$ cat config.mk
export PLATFORM = sky130hd
export DESIGN_NAME = adcc_top
export DESIGN_NICKNAME = d
export VERILOG_FILES = /design/src/adcc_pkg.sv /design/src/adcc_top.sv
export SDC_FILE = /design/constraint.sdc
export NUM_CORES = 1
export LEC_CHECK = 0
export ABC_AREA = 1
export BUFFER_PORTS_ARGS = -buffer_cell sky130_fd_sc_hd__buf_2
export CAP_MARGIN = 10
export CORE_MARGIN = 2
export CORE_UTILIZATION = 45
export DETAILED_ROUTE_END_ITERATION = 16
export PLACE_DENSITY_LB_ADDON = 0.1
export RECOVER_POWER = 50
export SYNTH_ARGS = -nofsm -noshare
export SYNTH_HDL_FRONTEND = slang
export SYNTH_SLANG_ARGS = --single-unit
$ cat constraint.sdc
create_clock -name hclk -period 4 [get_ports hclk]
set_input_delay 0.6 -clock hclk [delete_from_list [all_inputs] [get_ports hclk]]
set_output_delay 0.6 -clock hclk [all_outputs]
set_load 0.005 [all_outputs]
$ cat src/adcc_pkg.sv
// adcc_pkg: constants and types shared by the converter control block.
// assumes one 200 MHz clock and a 32-bit AHB-Lite register bus.
package adcc_pkg;

  // ----------------------------------------
  // register byte offsets
  // ----------------------------------------
  localparam logic [7:0] ADCC_OFS_RES_HI = 8'h00; // result_high_byte
  localparam logic [7:0] ADCC_OFS_RES_LO = 8'h04; // result_low_byte
  localparam logic [7:0] ADCC_OFS_CTL0 = 8'h08; // converter_control_zero
  localparam logic [7:0] ADCC_OFS_CTL1 = 8'h0C; // converter_control_one
  localparam logic [7:0] ADCC_OFS_CTL2 = 8'h10; // converter_control_two
  localparam logic [7:0] ADCC_OFS_STAT = 8'h14; // done flag and busy

  // ----------------------------------------
  // reset values and field positions
  // ----------------------------------------
  localparam logic [7:0] ADCC_CTL_RST = 8'h00;
  localparam int ADCC_ON_BIT = 0; // converter_on
  localparam int ADCC_GO_BIT = 1; // go / done
  localparam int ADCC_CHS_LSB = 2; // channel_select, 4 bits
  localparam int ADCC_FMT_BIT = 7; // right justify when set
  localparam int ADCC_ACQ_LSB = 3; // acquisition_time_select, 3 bits
  localparam int ADCC_CLK_LSB = 0; // conv_clock_select, 3 bits
  localparam int ADCC_DONE_BIT = 0; // conv_done_flag, write one clears
  localparam int ADCC_BUSY_BIT = 1;

  // ----------------------------------------
  // sequencing figures, the two tad counts in conv_bit_period units
  // ----------------------------------------
  localparam logic [4:0] ADCC_CONV_TADS = 5'd12;
  localparam logic [4:0] ADCC_ABORT_TADS = 5'd2;
  localparam logic [3:0] ADCC_TRIG_MODE = 4'hB;
  localparam int ADCC_RES_W = 10;

  // sequencer states
  typedef enum logic [1:0] {
    ADCC_IDLE = 2'b00,
    ADCC_ACQ = 2'b01,
    ADCC_CONV = 2'b10,
    ADCC_WAIT = 2'b11
  } adcc_state_type;

  // captured address phase of one bus transfer
  typedef struct packed {
    logic act;
    logic wr;
    logic [7:0] addr;
  } adcc_bus_type;

  // analog front end controls
  typedef struct packed {
    logic conv_on;
    logic hold_connected;
    logic [3:0] channel_select;
    logic [1:0] vref_cfg;
    logic [ADCC_RES_W-1:0] dac_code;
  } adcc_ana_type;

endpackage

$ cat src/adcc_top.sv
// adcc_top: control of a 10-bit successive-approximation converter.
// assumes a comparator answering dac_code on comp_in, an rc tick pulse
// synchronous to hclk, and a compare unit outside driving the trigger.
//
// Summary of operation
// - conversion takes exactly twelve bit periods
// - bit period from six dividers or rc
// - clock select code table, rc on x11
// - completion loads result, clears go, flags done
// - clearing go aborts conversion at once
// - abort leaves result registers unchanged
// - after abort wait two periods, reacquire
// - trigger in mode 1011 starts conversion
// - trigger also resets first or third timer
// - disabled converter ignores trigger, timer still reset
// - hold capacitor disconnected during the conversion
// - acquisition select adds 0 to 20 periods
// - sequencing ignores channel and direction bits
// - output pins convert their driven level
// - port read gives zero on analog pins
// - resets leave result registers untouched
module adcc_top
  import adcc_pkg::*;
(
  input wire logic hclk,
  input wire logic hresetn,
  input wire logic hsel,
  input wire logic [31:0] haddr,
  input wire logic [1:0] htrans,
  input wire logic hwrite,
  input wire logic [2:0] hsize,
  input wire logic [31:0] hwdata,
  input wire logic hready,
  output logic [31:0] hrdata,
  output logic hreadyout,
  output logic hresp,
  input wire logic comp_in,
  input wire logic rc_tick,
  input wire logic special_trigger,
  input wire logic [3:0] compare_unit_mode_field,
  input wire logic [15:0] pin_level,
  output adcc_pkg::adcc_ana_type ana,
  output logic timer_reset,
  output logic conv_done_flag,
  output logic [15:0] port_read_value
);
  import adcc_pkg::*;

  // ----------------------------------------
  // decode functions
  // ----------------------------------------
  // oscillator periods per bit period, 0 means rc source
  function automatic logic [6:0] clk_div(input logic [2:0] sel);
    case (sel)
      3'h0: clk_div = 7'd2;
      3'h1: clk_div = 7'd8;
      3'h2: clk_div = 7'd32;
      3'h4: clk_div = 7'd4;
      3'h5: clk_div = 7'd16;
      3'h6: clk_div = 7'd64;
      default: clk_div = 7'd0;
    endcase
  endfunction

  // automatic acquisition length in bit periods
  function automatic logic [4:0] acq_len(input logic [2:0] sel);
    case (sel)
      3'h5: acq_len = 5'd12;
      3'h6: acq_len = 5'd16;
      3'h7: acq_len = 5'd20;
      default: acq_len = {1'b0, sel, 1'b0};
    endcase
  endfunction

  // ----------------------------------------
  // registers and state
  // ----------------------------------------
  logic [7:0] ctl0; // channel, go, on
  logic [7:0] ctl1; // vref and pin configuration
  logic [7:0] ctl2; // format, acquisition, clock
  logic [7:0] res_hi; // no reset on purpose
  logic [7:0] res_lo;
  adcc_bus_type dph; // transfer in data phase
  adcc_state_type state;
  logic [4:0] cnt; // bit periods within a state
  logic [5:0] pre; // prescaler
  logic [ADCC_RES_W-1:0] sar;
  logic bit_tick; // one pulse per bit period
  logic [6:0] div;
  logic go;
  logic conv_on;
  logic wr_ctl0;
  logic conv_done;
  logic trig_hit;
  logic [15:0] amask; // analog pins
  logic [4:0] nana;

  assign go = ctl0[ADCC_GO_BIT];
  assign conv_on = ctl0[ADCC_ON_BIT];
  assign div = clk_div(ctl2[ADCC_CLK_LSB +: 3]);
  assign wr_ctl0 = dph.act && dph.wr && dph.addr == ADCC_OFS_CTL0;
  assign trig_hit = special_trigger && compare_unit_mode_field == ADCC_TRIG_MODE;
  assign conv_done = state == ADCC_CONV && go && bit_tick
    && cnt == ADCC_CONV_TADS - 5'd1;

  // ----------------------------------------
  // ahb-lite slave
  // ----------------------------------------
  // address phase capture; every transfer answers with no wait state
  always_ff @(posedge hclk or negedge hresetn)
  begin
    if (!hresetn)
    begin
      dph <= '0;
    end
    else if (hready)
    begin
      // only whole words are mapped; hsize is taken as a word
      dph.act <= hsel && htrans[1];
      dph.wr <= hwrite;
      dph.addr <= haddr[7:0];
    end
  end

  // read data registered at the address edge, stands in the data phase
  always_ff @(posedge hclk or negedge hresetn)
  begin
    if (!hresetn)
    begin
      hrdata <= '0;
      hreadyout <= 1'b0;
      hresp <= 1'b0;
    end
    else
    begin
      hreadyout <= 1'b1;
      hresp <= 1'b0;
      if (hready && hsel && htrans[1] && !hwrite)
      begin
        case (haddr[7:0])
          ADCC_OFS_RES_HI: hrdata <= {24'h000000, res_hi};
          ADCC_OFS_RES_LO: hrdata <= {24'h000000, res_lo};
          ADCC_OFS_CTL0: hrdata <= {24'h000000, 2'b00, ctl0[5:0]};
          ADCC_OFS_CTL1: hrdata <= {24'h000000, 2'b00, ctl1[5:0]};
          ADCC_OFS_CTL2: hrdata <= {24'h000000, ctl2[7], 1'b0, ctl2[5:0]};
          ADCC_OFS_STAT: hrdata <= {30'h0, state != ADCC_IDLE,
                                    conv_done_flag};
          default: hrdata <= 32'h00000000; // unmapped reads zero
        endcase
      end
    end
  end

  // configuration registers
  always_ff @(posedge hclk or negedge hresetn)
  begin
    if (!hresetn)
    begin
      ctl1 <= ADCC_CTL_RST;
      ctl2 <= ADCC_CTL_RST;
    end
    else if (dph.act && dph.wr)
    begin
      if (dph.addr == ADCC_OFS_CTL1)
        ctl1 <= {2'b00, hwdata[5:0]};
      if (dph.addr == ADCC_OFS_CTL2)
        ctl2 <= {hwdata[7], 1'b0, hwdata[5:0]};
    end
  end

  // control zero: go is set by software or trigger, cleared by
  // completion, by software, or by switching the converter off
  always_ff @(posedge hclk or negedge hresetn)
  begin
    if (!hresetn)
    begin
      ctl0 <= ADCC_CTL_RST;
    end
    else
    begin
      if (wr_ctl0)
      begin
        ctl0[5:ADCC_CHS_LSB] <= hwdata[5:ADCC_CHS_LSB];
        ctl0[ADCC_ON_BIT] <= hwdata[ADCC_ON_BIT];
        // go is honoured only when the converter was already on
        ctl0[ADCC_GO_BIT] <= hwdata[ADCC_GO_BIT] && hwdata[ADCC_ON_BIT]
          && conv_on;
      end
      else if (conv_done)
        ctl0[ADCC_GO_BIT] <= 1'b0;
      // a trigger wins over any clear in the same cycle except a write switching the converter off
      if (trig_hit && conv_on && (!wr_ctl0 || hwdata[ADCC_ON_BIT]))
        ctl0[ADCC_GO_BIT] <= 1'b1;
      ctl0[7:6] <= 2'b00;
    end
  end

  // the compare unit timer is reset whether or not the converter is on
  always_ff @(posedge hclk or negedge hresetn)
  begin
    if (!hresetn)
      timer_reset <= 1'b0;
    else
      timer_reset <= trig_hit;
  end

  // done flag: hardware set beats a write-one clear
  always_ff @(posedge hclk or negedge hresetn)
  begin
    if (!hresetn)
      conv_done_flag <= 1'b0;
    else if (conv_done)
      conv_done_flag <= 1'b1;
    else if (dph.act && dph.wr && dph.addr == ADCC_OFS_STAT
             && hwdata[ADCC_DONE_BIT])
      conv_done_flag <= 1'b0;
  end

  // result registers carry no reset, so any reset leaves them as they were;
  // an abort never reaches the load, keeping the last value
  always_ff @(posedge hclk)
  begin
    if (conv_done)
    begin
      if (ctl2[ADCC_FMT_BIT])
      begin
        res_hi <= {6'b000000, sar[9:8]};
        res_lo <= sar[7:0];
      end
      else
      begin
        res_hi <= sar[9:2];
        res_lo <= {sar[1:0], 6'b000000};
      end
    end
    else if (dph.act && dph.wr)
    begin
      if (dph.addr == ADCC_OFS_RES_HI)
        res_hi <= hwdata[7:0];
      if (dph.addr == ADCC_OFS_RES_LO)
        res_lo <= hwdata[7:0];
    end
  end

  // ----------------------------------------
  // bit clock
  // ----------------------------------------
  // a select change mid-count to a smaller divider ends the period early; a change to a larger one stretches it
  always_ff @(posedge hclk or negedge hresetn)
  begin
    if (!hresetn)
      pre <= '0;
    else if (div == 7'd0 || {1'b0, pre} >= div - 7'd1)
      pre <= '0;
    else
      pre <= pre + 6'd1;
  end

  always_comb
  begin
    if (div == 7'd0)
      bit_tick = rc_tick;
    else
      bit_tick = {1'b0, pre} >= div - 7'd1;
  end

  // ----------------------------------------
  // sequencer
  // ----------------------------------------
  // channel and direction bits never enter this process
  always_ff @(posedge hclk or negedge hresetn)
  begin
    if (!hresetn)
    begin
      state <= ADCC_IDLE;
      cnt <= '0;
    end
    else
    begin
      case (state)
        ADCC_IDLE:
        begin
          cnt <= '0;
          if (go)
            state <= acq_len(ctl2[ADCC_ACQ_LSB +: 3]) == 5'd0 ?
              ADCC_CONV : ADCC_ACQ;
        end
        ADCC_ACQ:
        begin
          if (!go)
          begin
            state <= ADCC_WAIT;
            cnt <= '0;
          end
          else if (bit_tick)
          begin
            if (cnt + 5'd1 >= acq_len(ctl2[ADCC_ACQ_LSB +: 3]))
            begin
              state <= ADCC_CONV;
              cnt <= '0;
            end
            else
              cnt <= cnt + 5'd1;
          end
        end
        ADCC_CONV:
        begin
          if (!go)
          begin
            state <= ADCC_WAIT;
            cnt <= '0;
          end
          else if (conv_done)
          begin
            state <= ADCC_IDLE;
            cnt <= '0;
          end
          else if (bit_tick)
            cnt <= cnt + 5'd1;
        end
        ADCC_WAIT:
        begin
          if (bit_tick)
          begin
            if (cnt == ADCC_ABORT_TADS - 5'd1)
            begin
              state <= ADCC_IDLE;
              cnt <= '0;
            end
            else
              cnt <= cnt + 5'd1;
          end
        end
        default:
        begin
          state <= ADCC_IDLE;
          cnt <= '0;
        end
      endcase
    end
  end

  // successive approximation: period 0 samples, 1..10 decide bits
  always_ff @(posedge hclk or negedge hresetn)
  begin
    if (!hresetn)
      sar <= 10'h200;
    else if (state != ADCC_CONV)
      sar <= 10'h200;
    else if (bit_tick && cnt >= 5'd1 && cnt <= 5'd10)
    begin
      for (int b = 0; b < ADCC_RES_W; b++)
      begin
        if (5'(10 - b) == cnt)
        begin
          if (!comp_in)
            sar[b] <= 1'b0;
          if (b > 0)
            sar[(b > 0) ? b - 1 : 0] <= 1'b1;
        end
      end
    end
  end

  // ----------------------------------------
  // analog side and port read
  // ----------------------------------------
  assign nana = ctl1[3:0] == 4'h0 ? 5'd16 : 5'd15 - {1'b0, ctl1[3:0]};
  always_comb
  begin
    for (int i = 0; i < 16; i++)
      amask[i] = 5'(i) < nana;
  end

  // hold capacitor opens on entry to the conversion, closes at its end;
  // pins driven as outputs are sampled like any other level
  always_ff @(posedge hclk or negedge hresetn)
  begin
    if (!hresetn)
    begin
      ana <= '0;
      port_read_value <= '0;
    end
    else
    begin
      ana.conv_on <= conv_on;
      ana.hold_connected <= !((state == ADCC_IDLE && go
        && acq_len(ctl2[ADCC_ACQ_LSB +: 3]) == 5'd0)
        || (state == ADCC_ACQ && go && bit_tick
        && cnt + 5'd1 >= acq_len(ctl2[ADCC_ACQ_LSB +: 3]))
        || (state == ADCC_CONV && go && !conv_done));
      ana.channel_select <= ctl0[5:ADCC_CHS_LSB];
      ana.vref_cfg <= ctl1[5:4];
      ana.dac_code <= sar;
      port_read_value <= pin_level & ~amask;
    end
  end

  logic [4:0] chk_conv; // bit periods seen in conversion
  logic [4:0] chk_wait; // bit periods seen in abort wait
  always_ff @(posedge hclk or negedge hresetn)
  begin
    if (!hresetn)
    begin
      chk_conv <= '0;
      chk_wait <= '0;
    end
    else
    begin
      chk_conv <= state != ADCC_CONV ? 5'd0 : chk_conv + 5'(bit_tick);
      // restart on every stay outside the wait, so an abort taken during
      // acquisition counts from zero as well
      chk_wait <= state != ADCC_WAIT ? 5'd0 : chk_wait + 5'(bit_tick);
    end
  end
endmodule

=== Word-level counts from Yosys, hierarchy flattened ===
Cells that the tools add are included.

* Register bits: 137
* Input port bits: 97
* Output and inout bits: 70
* Word-level logic and storage cells: 246

* $add $sub $neg: 4
* Order comparisons: 21
* Eq/ne operators: 52
* Mux-type cells: 62
* Bitwise gates (word level): 2
* Reductions and logical operators: 73

{| class="wikitable"
|+ Operators with widths
! operator !! number
|-
| two-way mux 5 bit || 14
|-
| two-way mux 8 bit || 8
|-
| two-way mux 2 bit || 24
|-
| one-hot mux 8 bit (6 select lines) || 1
|-
| one-hot mux 7 bit (6 select lines) || 1
|-
| < comparator 4 x 5 -> 1 bit (first input constant) || 8
|-
| AND reduction 3 bit || 11
|-
| equality test 8 x 4 -> 1 bit (second input constant) || 4
|-
| equality test 8 x 5 -> 1 bit (second input constant) || 4
|-
| nonzero test 3 bit || 10
|-
| inequality test 3 x 1 -> 1 bit (second input constant) || 9
|-
| logical AND 1 bit || 24
|-
| equality test 3 x 5 -> 1 bit (first input constant) || 4
|-
| < comparator 3 x 5 -> 1 bit (first input constant) || 4
|-
| two-way mux 10 bit || 2
|-
| one-hot mux 5 bit (4 select lines) || 1
|-
| equality test 3 bit (second input constant) || 6
|-
| AND 16 bit || 1
|-
| equality test 8 x 3 -> 1 bit (second input constant) || 2
|-
| zero test 8 bit || 2
|-
| inverter 16 bit || 1
|-
| equality test 4 x 5 -> 1 bit (first input constant) || 3
|-
| one-hot mux 5 bit (3 select lines) || 1
|-
| nonzero test 2 bit || 7
|-
| other kinds (35) || 62
|}

=== Logic depth before layout (Yosys ltp) ===
Gate-level depths: netlist of the first run.

* Depth after elaboration: 22
* Mapped depth: 11

=== Worst setup path before layout of the first run ===
Ideal clock, no wire load.

* Path kind: register -> register
* Start point: register ctl2[0]
* End point: register res_hi[0], enable pin
* Setup time: 0.356 ns
* Arrival: 1.840 ns
* Data required time: 3.644 ns
* Slack: 1.804 ns
* Stages on the path, launching flop included: 10
* Path buffers: 1
* Cell sequence: dfrtp_1 -> o21ai_0 -> ha_1 -> nand2_1 -> nand3b_1 -> nor2_1 -> nand2_4 -> nand3_4 -> buf_2 -> o21ai_0

* Longest elaborated chain between the ends: 9

{| class="wikitable"
|+ Ends and longest elaborated chain
! element !! line !! text
|-
| start: declaration || adcc_top.sv:80 || <nowiki>logic [7:0] ctl2;</nowiki>
|-
| start signal: assignment || adcc_top.sv:167 || <nowiki>ctl2 <= {hwdata[7], 1'b0, hwdata[5:0]};</nowiki>
|-
| equality test 3 bit, or another cell as far along || adcc_top.sv:54 || <nowiki>case (sel)</nowiki>
|-
| one-hot mux 7 bit (6 select lines) * || adcc_top.sv:54 ||
|-
| subtractor 7 x 1 -> 7 bit || adcc_top.sv:264 || <nowiki>bit_tick = {1'b0, pre} >= div - 7'd1;</nowiki>
|-
| >= comparator 6 x 7 -> 1 bit || adcc_top.sv:264 ||
|-
| two-way mux 1 bit * || adcc_top.sv:261 || <nowiki>if (div == 7'd0)</nowiki>
|-
| logical AND 1 bit * || adcc_top.sv:103 || <nowiki>assign conv_done = state == ADCC_CONV && go && bit_tick</nowiki>
|-
| logical AND 1 bit * || adcc_top.sv:104 || <nowiki>&& cnt == ADCC_CONV_TADS - 5'd1;</nowiki>
|-
| nonzero test 2 bit (no source line) || n/a ||
|-
| AND reduction 2 bit (no source line) * || n/a ||
|-
| end signal: assignment || adcc_top.sv:227 || <nowiki>res_hi <= {6'b000000, sar[9:8]};</nowiki>
|-
| end signal: assignment || adcc_top.sv:232 || <nowiki>res_hi <= sar[9:2];</nowiki>
|-
| end signal: assignment || adcc_top.sv:239 || <nowiki>res_hi <= hwdata[7:0];</nowiki>
|-
| end: declaration || adcc_top.sv:81 || <nowiki>logic [7:0] res_hi;</nowiki>
|}

Mark *: on every way between the ends. The rest lies on a longest branch, timed or not.
A chain may end at the register's enable or synchronous reset.

=== Worst setup path in the final report of the first run ===
* Start point: register ctl2[0]
* End point: register res_hi[4], enable pin

The elaborated chain is that of the path after synthesis.

==> flow_metrics.env, run 1 <==
export IMPL_status="finished with violations"
export IMPL_violations="max-capacitance violations, max-slew violations"
export IMPL_max_slew_margin=-0.323
export IMPL_clkSinkCount=113
export IMPL_crit_path_end_kind="flip-flop"
export IMPL_syn_area_um2=5550
export IMPL_fmax_ghz=0.412
export IMPL_utilization=0.553
export IMPL_setup_viol=0
export IMPL_switchingPower_w=0.000964
export IMPL_avgSynthCellArea_um2=8.78
export IMPL_dr_first_iter_drc_count=214
export IMPL_dp_cells=855
export IMPL_vdd_ir_drop_worst_mv=0.261
export IMPL_seq_area_um2=2910
export IMPL_ys_dominant_reg_cell="dfrtp_1"
export IMPL_setup_tns_ps=0
export IMPL_syn_instance_count=632
export IMPL_multi_input_area_um2=2210
export IMPL_arrival_ps=2540
export IMPL_worst_pin_slew_ps=1980
export IMPL_start_kind="flip-flop"
export IMPL_pre_cts_slack_ps=1410
export IMPL_ios=167
export IMPL_viasPerCell=5.02
export IMPL_wl_um=12300
export IMPL_fin_crit_ps=2430
export IMPL_maxCapViolations=1
export IMPL_rsz0062_at_grt="no"
export IMPL_wl_per_cell_um=13.9
export IMPL_cts_setup_buffers=0
export IMPL_synth_most_common_cell="nand2_1"
export IMPL_fillers=1131
export IMPL_die_area_um2=13200
export IMPL_synthArstFlopShare=0.858
export IMPL_cts_resized=0
export IMPL_top_layer="met4"
export IMPL_cts_buffers=17
export IMPL_p_per_area_nw_per_um2=517
export IMPL_worstSkewPairLatency_ps=410
export IMPL_hold_path_class="in2reg"
export IMPL_combPwrFrac=0.167
export IMPL_grt_pass1_vias=4189
export IMPL_initial_core_util=0.462
export IMPL_portBuffers=89
export IMPL_core_area_um2=12000
export IMPL_grt_ovfl_total=0
export IMPL_dpl_hpwl_um=9090
export IMPL_finClkSkew_ps=9.90
export IMPL_via_count=4460
export IMPL_clk_pin_slew_ps=50
export IMPL_final_cells=888
export IMPL_final_layout_size_suffix_gt1_frac=0.190
export IMPL_drc=0
export IMPL_cts_root_buf="clkbuf_16"
export IMPL_grt_pass1_wl_um=20200
export IMPL_cp_max_fo=28
export IMPL_antenna_cells=0
export IMPL_cp_required_ps=4110
export IMPL_placementRows=40
export IMPL_ant_nets=0
export IMPL_power_w=0.00343
export IMPL_seq_power_share=0.379
export IMPL_layout_nets=839
export IMPL_fin_crit_sh=0.607
export IMPL_fp_dieW_um=115
export IMPL_synth_edf_count=16
export IMPL_dr_wl_met3_um=563
export IMPL_synth_largest_area_cell="dfrtp_1"
export IMPL_slew_viol_final=81
export IMPL_clkPwrFrac=0.454
export IMPL_cts_tree="done"
export IMPL_synth_warnings=0
export IMPL_antenna_found_initial=0
export IMPL_ys_ff_latch=113
export IMPL_cts_max_level=4
export IMPL_p_sw_frac=0.281
export IMPL_yosys_top_cells_count="nand2_1, dfrtp_1, inv_1"
export IMPL_cts_buffer_depth=2
export IMPL_area_delta_synth_final_pct=19.8
export IMPL_crit_type="reg2reg"
export IMPL_postLayoutSetupSlackWorst_ps=1570
export IMPL_grt_usage=0.197
export IMPL_grt_max_degree=81
export IMPL_yosys_top_cells_area="dfrtp_1, nand2_1, edfxtp_1, o21ai_0, inv_1"
export IMPL_gp_congestion=0.842
export IMPL_met1_length_um=5480
export IMPL_yosysUniqueCellTypes=46
export IMPL_synth_seq_area_share=0.524
export IMPL_final_hold_viol_count=0
export IMPL_p_leak_nw=3.36
export IMPL_synth_top_area_frac=0.433
export IMPL_dr_pass1_iters=4
export IMPL_power_internal_w=0.00247
export IMPL_die_y_um=115
export IMPL_ctsHoldBuffers=0
export IMPL_wl_met2_um=6020
[critical path: stages (launching register included)]
cell and delay, ps:
dfrtp_1 470, o21ai_0 150, ha_1 320, nand2_1 70, nor2_1 110, nand2_1 100
nand2_4 130, nand3_4 250, o21ai_0 250, buf_2 280
[power groups by stage]
stage | Combinational (W) | Sequential, W | Clock (W)
finish | 0.000573 | 0.00130 | 0.00156
CTS | 0.000573 | 0.00130 | 0.00158
detailed placement | 0.000568 | 0.00132 | 0
floorplan | 0.000420 | 0.00130 | 0
global route | 0.000647 | 0.00131 | 0.00165
global placement | 0.000554 | 0.00131 | 0
[kinds of logic (layout without fill, tap and decap cells)]
group,Yosys count,count (layout),synth area share
fa+ha+maj,14,14,0.0316
other cells,2,26,0.00135
xor+xnor,4,4,0.00632
compound gates,110,110,0.114
buf+inv,109,194,0.0936
simple gates,280,280,0.229
flops,113,113,0.524
[registers in the layout, indices dropped and copies added (netlist names)]
register         flops
dph                 10
ctl2                 7
state                2
cnt                  5
sar                 10
conv_done_flag       1
hreadyout            1
ana                 18
ctl1                 6
port_read_value     16
res_hi               8
timer_reset          1
res_lo               8
ctl0                 6
hrdata               8
pre                  6
[through the flow]
step | hold slack, ps | instance area [um^2]
final | 378 | 6640
after global routing | 370 | 6640
after CTS | 366 | 6650
after detailed placement | 395 | 6030
after global placement | 391 | 6030
after floorplan | 304 | 5640
[final cells by class]
| cell class | instances | share of cell area |
|---|---|---|
| Sequential cell | 113 | 0.438 |
| Timing Repair Buffer | 92 | 0.0693 |
| Clock buffer | 22 | 0.0731 |
| Multi-Input combinational cell | 434 | 0.332 |
| Tap cell | 147 | 0.0277 |
| Clock inverter | 10 | 0.0196 |
| Inverter | 70 | 0.0399 |
[path summary, 6_finish.rpt]
kind	start	cells after the start	to	slack (ps)
worst min-delay path	compare_unit_mode_field[2]	2	timer_reset	380
min in group asynchronous	hresetn	1	port_read_value[3]	740
worst min register to register	ctl0[2]	0	ana[12]	410
worst max register to register	ctl2[0]	9	res_hi[4]	1570
worst max-delay path	ctl2[0]	9	res_hi[4]	1570
max in group asynchronous	hresetn	2	port_read_value[7]	1590
[metal layers]
metal,global-route usage,vias to the layer above
met4,0.0795,0
met1,0.250,2067
met2,0.329,128
met3,0.0427,21
met5,0,-
li1,-,2244
[layout by cell type, fill, tap and decap left out, types with 5 or more instances in the layout]
master       n
nand2_1    138
dfrtp_1     96
buf_2       88
inv_1       68
nor2_1      54
o21ai_0     52
nand3_1     50
a21oi_1     32
conb_1      26
clkbuf_16   18
edfxtp_1    16
ha_1        14
o31ai_1      8
nor3_1       7
nand4_1      6
clkinv_2     5
No activity file was read; power rests on OpenSTA's default activity.
==> inputs of run 2 (changes only) <==
--- a/config.mk
+++ b/config.mk
@@ -5,7 +5,7 @@
 export SDC_FILE = /design/constraint.sdc
 export NUM_CORES = 1
 export LEC_CHECK = 0
-export ABC_AREA = 1
+export ABC_AREA = 0
 export BUFFER_PORTS_ARGS = -buffer_cell sky130_fd_sc_hd__buf_2
 export CAP_MARGIN = 10
 export CORE_MARGIN = 2
==> constraint.sdc (replaced) <==
create_clock -name hclk -period 2.35 [get_ports hclk]
set_input_delay 0.3525 -clock hclk [delete_from_list [all_inputs] [get_ports hclk]]
set_output_delay 0.3525 -clock hclk [all_outputs]
set_load 0.005 [all_outputs]
==> flow_metrics.env, run 2 <==
export IMPL_maxCapViolations=0
export IMPL_clk_pin_slew_ps=50
export IMPL_yosysUniqueCellTypes=72
export IMPL_p_leak_nw=3.30
export IMPL_worst_pin_slew_ps=1190
export IMPL_final_common_cell="dfrtp_1"
export IMPL_fp_dieW_um=115
export IMPL_final_layout_size_suffix_gt1_frac=0.334
export IMPL_drc=0
export IMPL_portBuffers=89
export IMPL_p_per_area_nw_per_um2=964
export IMPL_ys_dominant_reg_cell="dfrtp_1"
export IMPL_dpl_cell_area_um2=6200
export IMPL_synth_compound_area_frac=0.143
export IMPL_placementRows=40
export IMPL_muxShareOfSynthArea=0.0836
export IMPL_top_regs="ana (18), port_read_value (16)"
export IMPL_dr_pass1_iters=4
export IMPL_grt_max_degree=50
export IMPL_setup_viol=0
export IMPL_synth_simple_area_share=0.140
export IMPL_via_count=4076
export IMPL_ios=167
export IMPL_grt_ovfl_total=0
export IMPL_cts_max_level=4
export IMPL_synth_most_common_cell="dfrtp_1"
export IMPL_core_area_um2=12000
export IMPL_final_hold_viol_count=0
export IMPL_wl_um=12900
export IMPL_finClkSkew_ps=18.6
export IMPL_syn_instance_count=484
export IMPL_crit_type="reg2reg"
export IMPL_cpMaxStageDelayCell="a221o_2"
export IMPL_avgSynthCellArea_um2=11.4
export IMPL_synthAdderAreaFrac=0.0317
export IMPL_final_cell_area_um2=7020
export IMPL_gp_congestion=0.825
export IMPL_max_slew_margin=0.209
export IMPL_clkSinkCount=113
export IMPL_cp_max_fo=7
export IMPL_start_kind="flip-flop"
export IMPL_synthArstFlopShare=0.858
export IMPL_fmax_ghz=0.439
export IMPL_cts_buffer_depth=2
export IMPL_hold_path_class="in2reg"
export IMPL_slew_viol_final=0
export IMPL_synth_edf_count=16
export IMPL_antenna_found_initial=0
export IMPL_grt_pass1_wl_um=19900
export IMPL_arrival_ps=2430
export IMPL_power_w=0.00676
export IMPL_vdd_ir_drop_worst_mv=0.457
export IMPL_synth_top_area_frac=0.435
export IMPL_cp_required_ps=2500
export IMPL_top_register="ana"
export IMPL_ant_nets=0
export IMPL_synth_warnings=0
export IMPL_slowest_delay_ps=430
export IMPL_viasPerCell=5.36
export IMPL_critPathBufInv=3
export IMPL_synth_xor_area_frac=0.0127
export IMPL_grt_usage=0.198
export IMPL_ys_ff_latch=113
export IMPL_dr_first_iter_drc_count=169
export IMPL_cp_num_cells=8
export IMPL_cts_buffers=17
export IMPL_largest_register_ffs=18
export IMPL_worstSkewPairLatency_ps=420
export IMPL_mostFrequentLayoutCells="dfrtp_1, buf_2, nand2_1"
export IMPL_die_area_um2=13200
export IMPL_yosys_top_cells_count="dfrtp_1, nand2_1, buf_4"
export IMPL_synth_largest_area_cell="dfrtp_1"
export IMPL_hold_path_depth=2
export IMPL_initial_core_util=0.460
export IMPL_wl_per_cell_um=17.0
export IMPL_r2r_cells=8
export IMPL_die_y_um=115
export IMPL_r2r_setup_slack_ps=70
export IMPL_status="finished clean"
export IMPL_antenna_cells=0
export IMPL_cts_root_buf="clkbuf_16"
export IMPL_syn_area_um2=5530
export IMPL_area_delta_synth_final_pct=27.0
export IMPL_grt_pass1_vias=3856
export IMPL_fin_crit_sh=0.969
export IMPL_fillers=1039
export IMPL_fin_crit_ps=2280
export IMPL_synth_seq_area_share=0.526
export IMPL_layout_nets=713
export IMPL_crit_path_end_kind="flip-flop"
export IMPL_dpl_hpwl_um=9190
export IMPL_crit_family="compound AO/OA/AOI/OAI gates"
export IMPL_yosys_top_cells_area="dfrtp_1, edfxtp_1, mux2_2, buf_4, ha_1"
export IMPL_cts_tree="done"
export IMPL_crit_path_cell_trace="inv_1 > ha_1 > a21o_1 > a221o_2 > o21ai_4 > buf_12 > clkbuf_2 > o21ai_0"
export IMPL_synth_top_family_by_area="compound AO/OA/AOI/OAI gates"
export IMPL_rsz0062_at_grt="yes"
-- run 2: cell types whose count changed after synthesis, moves of 12 or more --
cell	delta
a22o_1	+15
nand3_1	-36
nor2_1	-30
inv_1	-58
nand2_1	-99
mux2_2	+19
o21ai_0	-28
mux2i_1	+12
-- run 2: layout make-up --
type / count / area [um^2] / share of cell area
Timing Repair Buffer: 126 / 753 / 0.107
Tap cell: 147 / 184 / 0.0262
Multi-Input combinational cell: 334 / 2460 / 0.350
Inverter: 10 / 37.5 / 0.00535
Sequential cell: 113 / 2910 / 0.415
Clock inverter: 8 / 141 / 0.0202
Clock buffer: 23 / 532 / 0.0758
-- run 2: cell families (layout without fill, tap and decap cells) --
kind of cell | after synthesis | in the layout
xor gates and xnor gates | 8 | 8
other | 2 | 26
muxes | 39 | 39
and+or+nand+nor | 135 | 135
DFF | 113 | 113
adders and majority gates | 14 | 14
buffers and inverters | 61 | 167
AOI/OAI and AO/OA | 112 | 112
-- run 2: worst paths after layout --
check	startpoint	endpoint
setup / recovery	ctl2[1]	res_lo[1]
hold reg to reg	ctl0[3]	ana[13]
max in group asynchronous	hresetn	sar[9]
setup reg to reg	ctl2[1]	res_lo[1]
hold / removal	compare_unit_mode_field[2]	timer_reset
min in group asynchronous	hresetn	hreadyout
-- run 2: timing repair --
| item | in CTS | in global routing |
|---|---|---|
| hold buffers | 1 | 0 |
| buffers inserted | 0 | 5 |
| resized for setup | 5 | 14 |
| setup endpoints to repair | 18 | 28 |
| hold endpoints to repair | 47 | 0 |
| pin swaps | 0 | 4 |
| cloned | 0 | 1 |
-- run 2: power by group --
| part | total [W] | internal [W] | switching, W |
|---|---|---|---|
| Clock | 0.00287 | 0.00201 | 0.000865 |
| Sequential | 0.00226 | 0.00213 | 0.000124 |
| Combinational | 0.00163 | 0.000676 | 0.000957 |
| Total | 0.00676 | 0.00482 | 0.00195 |
-- run 2: worst reg2reg max path, cell delays in order, from the launching register on --
cell      delay [ps]
dfrtp_2          410
inv_1             60
ha_1             280
a21o_1           180
a221o_2          430
o21ai_4          200
buf_12           150
clkbuf_2         170
o21ai_0          120
-- run 2: metal layers --
layer | vias to the layer above | part of all wire | track usage
met3 | 13 | 0.042 | 0.0438
met2 | 91 | 0.51 | 0.321
met5 | - | 0 | 0
met1 | 2009 | 0.44 | 0.260
li1 | 1963 | - | -
met4 | 0 | 0.0086 | 0.0843
-- run 2: per-stage QoR --
stage                     utilization  hold slack, ps  TNS, ps  worst slack [ps]  std cells
after floorplan                     -            56.9        0              54.6        508
after global placement          0.517             381     -831              -159        723
after detailed placement        0.517             389    -1020              -205        723
after CTS                       0.575             114        0              18.2        755
after global routing            0.584             113     -216             -85.3        761
final                           0.584             117        0              73.7        761
